**src/sau_pkg.sv**
```systemverilog
// Package for the signed arithmetic unit: operation codes, limits, carriers.
// Assumes a sequencer that supplies operands and writes results back.
package sau_pkg;

    // Word widths
    localparam int SAU_W = 16;
    localparam int SAU_DW = 32;

    // Signed 16-bit limits
    localparam logic signed [15:0] SAU_MAX = 16'sh7FFF;
    localparam logic signed [15:0] SAU_MIN = -16'sh8000;
    localparam logic signed [15:0] SAU_ZERO = 16'sh0000;
    localparam logic signed [15:0] SAU_NEG_ONE = -16'sh0001;

    // Latency figures in clock cycles
    localparam int SAU_FAST_CYC = 1;
    localparam int SAU_SLOW_CYC = 2;

    // Operation selector
    typedef enum logic [1:0] {
        SAU_OP_ADD = 2'h0,
        SAU_OP_SUB = 2'h1,
        SAU_OP_MUL = 2'h2,
        SAU_OP_DIV = 2'h3
    } sau_op_t;

    // Request carried from the sequencer
    typedef struct packed {
        sau_op_t op;
        logic plain;
        logic signed [15:0] a;
        logic signed [15:0] b;
    } sau_req_t;

    // Result carried back to the sequencer
    typedef struct packed {
        logic wr_lo;
        logic wr_hi;
        logic [15:0] lo;
        logic [15:0] hi;
    } sau_res_t;

endpackage : sau_pkg

```
**src/sau_unit.sv**
```systemverilog
// Signed 16-bit arithmetic unit: saturating add and subtract, multiply to
// a double word, and divide with quotient and remainder.
// Assumes the sequencer holds the request stable while rung_i is high and
// writes back lo to the base word and hi to the next word on done_o.
//
// Contract
// - Add overflow stores max, output on
// - Subtract writes first minus second operand
// - Subtract out of range clamps, output on
// - Subtract in range exact, output off
// - Subtract underflow stores most negative, output on
// - Multiply writes full 32-bit signed product
// - Product high to next word, output on
// - Rung off: no calculation, output off
// - Divide: quotient base word, remainder next
// - Zero divisor: no divide, error flag set
// - Plain register operands take faster path
// - Divide ok: output on, truncate toward zero
`timescale 1ns/1ns
module sau_unit
    import sau_pkg::*;
(
    // Clock and reset
    input wire logic clk_i,
    input wire logic reset_i,
    // Request from the sequencer
    input wire logic rung_i,
    input wire logic start_i,
    input wire sau_req_t req_i,
    // Results back to the sequencer
    output sau_res_t res_o,
    output logic done_o,
    output logic out_o,
    output logic division_error_flag_o
);

    // Saturate a 17-bit value into 16 bits
    function automatic logic [16:0] sat16(input logic signed [16:0] v);
        logic [16:0] r;
        r = {1'b0, v[15:0]};
        if (v > 17'sd32767) begin
            r = {1'b1, SAU_MAX};
        end else if (v < -17'sd32768) begin
            r = {1'b1, SAU_MIN};
        end
        return r;
    endfunction : sat16

    // Execution states
    typedef enum logic [2:0] {
        ST_IDLE = 3'b001,
        ST_WAIT = 3'b010,
        ST_DONE = 3'b100
    } sau_st_t;

    sau_st_t state; // Current state
    sau_st_t next_state; // Next state
    sau_req_t held; // Captured request

    // Combinational arithmetic on the held request
    wire logic signed [16:0] sum_w = 17'(held.a) + 17'(held.b);
    wire logic signed [16:0] diff_w = 17'(held.a) - 17'(held.b);
    wire logic [16:0] sum_sat = sat16(sum_w);
    wire logic [16:0] diff_sat = sat16(diff_w);
    wire logic signed [31:0] prod_w = 32'(held.a) * 32'(held.b);
    wire logic div_zero = (held.b == SAU_ZERO);
    wire logic div_ovf = (held.a == SAU_MIN) && (held.b == SAU_NEG_ONE);
    // Guarded divisor avoids a divide by zero in the datapath
    wire logic signed [16:0] dvsr = div_zero ? 17'sd1 : 17'(held.b);
    wire logic signed [16:0] quo_w = 17'(held.a) / dvsr;
    wire logic signed [16:0] rem_w = 17'(held.a) % dvsr;

    // Result selection
    sau_res_t next_res;
    logic next_out;
    logic next_err;
    always_comb begin
        next_res = '0;
        next_out = 1'b0;
        next_err = 1'b0;
        unique case (held.op)
            SAU_OP_ADD: begin
                next_res.wr_lo = 1'b1;
                next_res.lo = sum_sat[15:0];
                next_out = sum_sat[16];
            end
            SAU_OP_SUB: begin
                next_res.wr_lo = 1'b1;
                next_res.lo = diff_sat[15:0];
                next_out = diff_sat[16];
            end
            SAU_OP_MUL: begin
                next_res.wr_lo = 1'b1;
                next_res.wr_hi = 1'b1;
                next_res.lo = prod_w[15:0];
                next_res.hi = prod_w[31:16];
                next_out = 1'b1;
            end
            SAU_OP_DIV: begin
                if (div_zero) begin
                    next_err = 1'b1;
                end else begin
                    next_res.wr_lo = 1'b1;
                    next_res.wr_hi = 1'b1;
                    // Most negative over minus one clamps positive
                    next_res.lo = div_ovf ? SAU_MAX : quo_w[15:0];
                    next_res.hi = div_ovf ? SAU_ZERO : rem_w[15:0];
                    next_out = 1'b1;
                end
            end
        endcase
    end

    // Start accepted only on a live rung
    wire logic go = rung_i && start_i;

    // Next state: plain operands finish one cycle sooner
    always_comb begin
        next_state = state;
        unique case (state)
            ST_IDLE: if (go) next_state = req_i.plain ? ST_DONE : ST_WAIT;
            ST_WAIT: next_state = rung_i ? ST_DONE : ST_IDLE;
            ST_DONE: next_state = ST_IDLE;
        endcase
    end

    // State and request capture
    always_ff @(posedge clk_i) begin
        if (reset_i) begin
            state <= ST_IDLE;
            held <= '0;
        end else begin
            state <= next_state;
            if (state == ST_IDLE && go) held <= req_i;
        end
    end

    // Registered outputs: rung off forces no write and output off
    wire logic fire = (state == ST_DONE) && rung_i;
    always_ff @(posedge clk_i) begin
        if (reset_i) begin
            res_o <= '0;
            done_o <= 1'b0;
            out_o <= 1'b0;
        end else begin
            res_o <= fire ? next_res : '0;
            done_o <= fire;
            out_o <= fire && next_out;
        end
    end

    // Error flag is sticky until reset
    always_ff @(posedge clk_i) begin
        if (reset_i) begin
            division_error_flag_o <= 1'b0;
        end else if (fire && next_err) begin
            division_error_flag_o <= 1'b1;
        end
    end

    // Checks
    a_rung_off_quiet: assert property (@(posedge clk_i) disable iff (reset_i)
        !$past(rung_i) |-> !out_o && !res_o.wr_lo)
        else $error("output or write with rung off");
    a_add_sat_max: assert property (@(posedge clk_i) disable iff (reset_i)
        fire && held.op == SAU_OP_ADD && sum_w > 17'sd32767
        |=> res_o.lo == SAU_MAX && out_o)
        else $error("add overflow not clamped");
    a_sub_value: assert property (@(posedge clk_i) disable iff (reset_i)
        fire && held.op == SAU_OP_SUB && !diff_sat[16]
        |=> res_o.lo == 16'(held.a - held.b) && !out_o)
        else $error("subtract result wrong");
    a_sub_exact: assert property (@(posedge clk_i) disable iff (reset_i)
        fire && held.op == SAU_OP_SUB && diff_w >= -17'sd32768
        && diff_w <= 17'sd32767 |=> !out_o)
        else $error("in range subtract flagged");
    a_sub_over: assert property (@(posedge clk_i) disable iff (reset_i)
        fire && held.op == SAU_OP_SUB && diff_w > 17'sd32767
        |=> res_o.lo == SAU_MAX && out_o)
        else $error("subtract overflow not clamped");
    a_sub_under: assert property (@(posedge clk_i) disable iff (reset_i)
        fire && held.op == SAU_OP_SUB && diff_w < -17'sd32768
        |=> res_o.lo == SAU_MIN && out_o)
        else $error("subtract underflow not clamped");
    a_mul_product: assert property (@(posedge clk_i) disable iff (reset_i)
        fire && held.op == SAU_OP_MUL
        |=> {res_o.hi, res_o.lo} == $past(prod_w) && out_o)
        else $error("product wrong");
    a_mul_halves: assert property (@(posedge clk_i) disable iff (reset_i)
        fire && held.op == SAU_OP_MUL |=> res_o.wr_hi && res_o.wr_lo)
        else $error("product halves not written");
    a_div_zero: assert property (@(posedge clk_i) disable iff (reset_i)
        fire && held.op == SAU_OP_DIV && div_zero
        |=> division_error_flag_o && !out_o && !res_o.wr_lo)
        else $error("zero divisor mishandled");
    a_div_result: assert property (@(posedge clk_i) disable iff (reset_i)
        fire && held.op == SAU_OP_DIV && !div_zero && !div_ovf
        |=> res_o.lo == $past(quo_w[15:0]) && out_o)
        else $error("quotient wrong");
    a_div_ovf: assert property (@(posedge clk_i) disable iff (reset_i)
        fire && held.op == SAU_OP_DIV && div_ovf
        |=> res_o.lo == SAU_MAX && res_o.hi == SAU_ZERO)
        else $error("divide overflow not clamped");
    a_fast_path: assert property (@(posedge clk_i) disable iff (reset_i)
        state == ST_IDLE && go && req_i.plain && rung_i ##1 rung_i
        |=> done_o)
        else $error("plain operands not fast");
    a_slow_path: assert property (@(posedge clk_i) disable iff (reset_i)
        state == ST_IDLE && go && !req_i.plain |=> !done_o ##1 !done_o)
        else $error("slow path too fast");

    // Signed views of the two result words for the checks below
    wire logic signed [15:0] res_lo_s = res_o.lo; // Base word
    wire logic signed [15:0] res_hi_s = res_o.hi; // Next word

    // Add underflow clamps to the most negative value
    a_add_sat_min: assert property (@(posedge clk_i)
        disable iff (reset_i)
        fire && held.op == SAU_OP_ADD && sum_w < -17'sd32768
        |=> res_o.lo == SAU_MIN && out_o)
        else $error("add underflow not clamped");
    // Add in range stores the exact sum with the output off
    a_add_exact: assert property (@(posedge clk_i)
        disable iff (reset_i)
        fire && held.op == SAU_OP_ADD && sum_w >= -17'sd32768
        && sum_w <= 17'sd32767 |=> res_lo_s == held.a + held.b && !out_o)
        else $error("in range add wrong");
    // Add writes only the base word
    a_add_lo_only: assert property (@(posedge clk_i)
        disable iff (reset_i)
        fire && held.op == SAU_OP_ADD
        |=> res_o.wr_lo && !res_o.wr_hi)
        else $error("add wrote wrong words");
    // Subtract writes only the base word
    a_sub_lo_only: assert property (@(posedge clk_i)
        disable iff (reset_i)
        fire && held.op == SAU_OP_SUB
        |=> res_o.wr_lo && !res_o.wr_hi)
        else $error("subtract wrote wrong words");
    // Quotient times divisor plus remainder gives back the dividend
    a_div_identity: assert property (@(posedge clk_i)
        disable iff (reset_i)
        fire && held.op == SAU_OP_DIV && !div_zero && !div_ovf
        |=> 32'(res_lo_s) * 32'(held.b) + 32'(res_hi_s) == 32'(held.a))
        else $error("quotient and remainder inconsistent");
    // Truncation toward zero leaves the remainder with the dividend sign
    a_div_rem_sign: assert property (@(posedge clk_i)
        disable iff (reset_i)
        fire && held.op == SAU_OP_DIV && !div_zero
        |=> res_hi_s == SAU_ZERO || res_hi_s[15] == held.a[15])
        else $error("remainder sign wrong");
    // Rung lost while waiting aborts with no result
    a_wait_abort: assert property (@(posedge clk_i)
        disable iff (reset_i)
        state == ST_WAIT && !rung_i
        |=> !done_o ##1 !done_o)
        else $error("aborted operation completed");
    // Error flag holds until reset
    a_err_sticky: assert property (@(posedge clk_i)
        disable iff (reset_i)
        division_error_flag_o
        |=> division_error_flag_o)
        else $error("error flag cleared");
    // Error flag rises only on a zero divisor
    a_err_cause: assert property (@(posedge clk_i)
        disable iff (reset_i)
        !(fire && held.op == SAU_OP_DIV && div_zero) && !division_error_flag_o
        |=> !division_error_flag_o)
        else $error("error flag set without cause");
    // Completion is a single-cycle pulse
    a_done_pulse: assert property (@(posedge clk_i)
        disable iff (reset_i)
        done_o
        |=> !done_o)
        else $error("done longer than one cycle");
    // Operation output only comes with a completion
    a_out_needs_done: assert property (@(posedge clk_i)
        disable iff (reset_i)
        out_o
        |-> done_o)
        else $error("output without completion");
    // Writes only come with a completion
    a_write_needs_done: assert property (@(posedge clk_i)
        disable iff (reset_i)
        res_o.wr_lo || res_o.wr_hi
        |-> done_o)
        else $error("write without completion");
    // A strobe while busy leaves the captured request alone
    a_busy_ignored: assert property (@(posedge clk_i)
        disable iff (reset_i)
        start_i && state != ST_IDLE
        |=> $stable(held))
        else $error("request taken while busy");

    // Corner cases: saturating divide, add saturation, subtract underflow, multiply, zero divisor
    c_div_ovf: cover property (@(posedge clk_i)
        fire && held.op == SAU_OP_DIV && div_ovf);
    c_add_sat: cover property (@(posedge clk_i)
        fire && held.op == SAU_OP_ADD && sum_sat[16]);
    c_sub_under: cover property (@(posedge clk_i)
        fire && held.op == SAU_OP_SUB && diff_w < -17'sd32768);
    c_mul: cover property (@(posedge clk_i) fire && held.op == SAU_OP_MUL);
    c_div_zero: cover property (@(posedge clk_i)
        fire && held.op == SAU_OP_DIV && div_zero);

endmodule : sau_unit

```
**config.mk**
```make
export PLATFORM = sky130hd
export DESIGN_NAME = sau_unit
export DESIGN_NICKNAME = d
export VERILOG_FILES = /design/src/sau_pkg.sv /design/src/sau_unit.sv
export SDC_FILE = /design/constraint.sdc
export NUM_CORES = 1
export LEC_CHECK = 0
export BUFFER_PORTS_ARGS = -buffer_cell sky130_fd_sc_hd__buf_2
export CORE_MARGIN = 4
export CORE_UTILIZATION = 55
export DETAILED_ROUTE_END_ITERATION = 6
export PLACE_DENSITY_LB_ADDON = 0.2
export SLEW_MARGIN = 20
export SYNTH_ARGS = -nofsm -noshare
export SYNTH_HDL_FRONTEND = slang
export SYNTH_SLANG_ARGS = --single-unit
```
**constraint.sdc**
```tcl
create_clock -name clk_i -period 35.5 [get_ports clk_i]
set_input_delay 1.775 -clock clk_i [delete_from_list [all_inputs] [get_ports clk_i]]
set_output_delay 1.775 -clock clk_i [all_outputs]
set_load 0.02 [all_outputs]
```
==> flow_summary.toml <==
[synthesis]
synth_top_area_share = 0.216
synth_seq_cells = 74
synth_top_area_cell = "fa_1"
synthArstFlopShare = 0
netlist_area_mm2 = 0.0246
synth_ff_type = "dfxtp_1"
synthTopCellsByArea = "fa_1 (22%), ha_1 (14%), dfxtp_1 (6.0%)"
synth_edf_count = 0
syn_nets = 3794
ys_warn_count = 0
ys_seq_area_frac = 0.0603
synthCells = 3216
syn_avg_cell_area_um2 = 7.64
yosys.cell_types.count = 91

[clock_network]
cts_htree_levels = 3
numCtsBuffers = 9
cts_hold_buf = 0
clk_pin_slew_worst_paths_ps = 60
insertion_delay_ps = 380
cts.path.max_buffers = 2
cts_tree = "yes"
clock_sinks = 74
clockRootBuffer = "clkbuf_16"

[floorplan]
fp-row-count = 77
initial_core_util = 0.556
die_w_um = 219
ios = 76
die_area_mm2 = 0.0481
die_h_um = 219
core_mm2 = 0.0442

[drt]
drtAntennaViolNets = 0
dr.first_iter.drc_count = 2859
vias_per_cell = 6.43
drt_wl_total_um = 90700
routedWlPerCell_um = 23.3
vias = 25000
drt-pass1-iter-count = 6
route.detailed.drc = 0

[timing]
timing.final.max_slew_violations = 0
max_freq_mhz = 29.5
hold_violations = 0
slew_headroom = 0.282
fin_skew_ps = 13.0
final-setup-viol-count = 0
fin_crit_sh = 0.955
timing.hold.ws_ps = 561
tightest_slew_ps = 1070
fin_crit_ps = 33910

[final_layout]
n_antenna_cell = 0
syn2layout_area_growth_pct = 9.73
nets = 3871
stdcell_count = 3890
drive_gt1_frac = 0.114

[setup_path]
max_stage_delay_ps = 620
start_kind = "flip-flop"
crit_type = "reg2reg"
crit_required_ps = 35730
crit_fanout = 22
slowest_stage = "or4_4"
crit_top_cell = "ha_1"
cp_data_arrival_time_ps = 34140
end_kind = "flip-flop"

[placement]
dp.cells = 3864
gp_congestion = 1.08
hpwlAfterDp_um = 72200
port_buffers = 75

[global_routing]
grt_overflow_total = 0
grt_max_degree = 44
grt_pass1_wl_um = 139000
track_usage = 0.373
grt_antenna_before_repair = 1
grt_pass1_vias = 24600

[flow_run]
maxCapViolCount = 0

[status]
status = "finished clean"

[worst_hold_path]
holdCritPathClass = "reg2reg"
[cell families after synthesis]
kind of cell             Yosys count  share of synthesized area
AND/OR/NAND/NOR                 1076                      0.206
AO/OA/AOI/OAI                    772                      0.210
adder cells (fa/ha/maj)          539                      0.355
buffers and inverters            512                     0.0790
XOR/XNOR                         205                     0.0731
flip-flops                        74                     0.0603
multiplexers                      36                     0.0155
other                              2                   0.000306
[worst max-delay path: cells and delay by family (launching register included)]
| family | cells | cell delay [ps] |
|---|---|---|
| mux | 3 | 950 |
| flops | 1 | 320 |
| fa+ha+maj | 17 | 4950 |
| compound gates | 66 | 15200 |
| xor+xnor | 1 | 90 |
| buf+inv | 17 | 2610 |
| simple gates | 46 | 9500 |
[placed cells by master, fill, tap and decap left out, drive strengths merged, types with 19 or more instances in the layout]
master / instances
and3: 25
o211ai: 30
and2: 80
or3: 28
ha: 274
nor2b: 27
nor3: 82
nor4: 19
xor2: 68
mux2i: 20
a21o: 54
fa: 265
or2: 19
nand4: 31
buf: 208
o21a: 45
nand3: 62
o31ai: 25
a31oi: 28
xnor2: 137
o21ai: 120
nand2: 382
dfxtp: 74
a21oi: 233
inv: 366
nor2: 245
a211oi: 32
o22ai: 19
nand2b: 43
[path summary, 6_finish.rpt]
| kind | start | end | slack [ps] | cells past startpoint |
|---|---|---|---|---|
| worst max register to register | held[4] | res_hi_s[14] | 1590 | 150 |
| worst min-delay path | division_error_flag_o | division_error_flag_o | 560 | 2 |
| worst min register to register | division_error_flag_o | division_error_flag_o | 560 | 2 |
| worst max-delay path | held[4] | res_hi_s[14] | 1590 | 150 |
[through the flow]
stage	util	setup TNS [ps]	cell area (um^2)	setup slack, ps
global route	0.610	-845	27000	-133
finish	0.610	0	27000	1590
floorplan	-	0	24600	55.7
CTS	0.600	0	26500	134
detailed placement	0.590	-429	26100	-149
global placement	0.590	0	26100	462
[per-layer routing]
metal,routed length (um),share of wire,global-route usage,vias up
met2,39000,0.43,0.572,1401
met1,37500,0.41,0.501,12100
met5,0,0,0,-
met3,9460,0.10,0.0911,299
met4,4730,0.052,0.162,0
li1,-,-,-,11200
[cell type report]
cell class              instances  area (um^2)
fillers                      4019        17300
clock inverters                 6          138
clock buffers                  10          229
repair buffers                208         1390
well taps                     592          741
flip-flops and latches         74         1480
multi-input cells            2631        21600
inverters                     369         1390
[flip-flops by register name, indices dropped and copies added (netlist names)]
| name | count |
|---|---|
| res_hi_s | 16 |
| done_o | 1 |
| res_lo_s | 16 |
| state | 3 |
| held | 34 |
| out_o | 1 |
| division_error_flag_o | 1 |
| res_o | 2 |
[cells in the mapped netlist, types with 14 or more instances]
cell type / number
or3_1: 27
o31a_1: 16
a211oi_1: 30
nand4_1: 31
or2_2: 19
o31ai_1: 24
nor2b_1: 27
and2_1: 79
nand2_1: 382
xnor2_1: 137
mux2_2: 16
mux2i_1: 20
clkbuf_1: 118
nor2_1: 245
and3_1: 25
nand3_1: 61
buf_1: 19
o21ai_0: 119
o22ai_1: 19
nor3_1: 81
a22oi_1: 14
nor4_1: 18
dfxtp_1: 74
inv_1: 363
fa_1: 265
ha_1: 274
xor2_1: 68
a21o_1: 54
o211ai_1: 30
o21bai_1: 15
a21oi_1: 233
a31oi_1: 28
nand2b_1: 43
o21a_1: 45
[what timing repair did]
| item | CTS | global route |
|---|---|---|
| endpoints found under the setup margin | 20 | 32 |
| gates cloned | 0 | 1 |
| resized for setup | 9 | 91 |
| pin swaps | 0 | 11 |
| setup buffers | 0 | 9 |
Power is left out: the tool's default activity adds up to more than one toggle a clock period on the data nets, which glitch-free logic cannot reach.
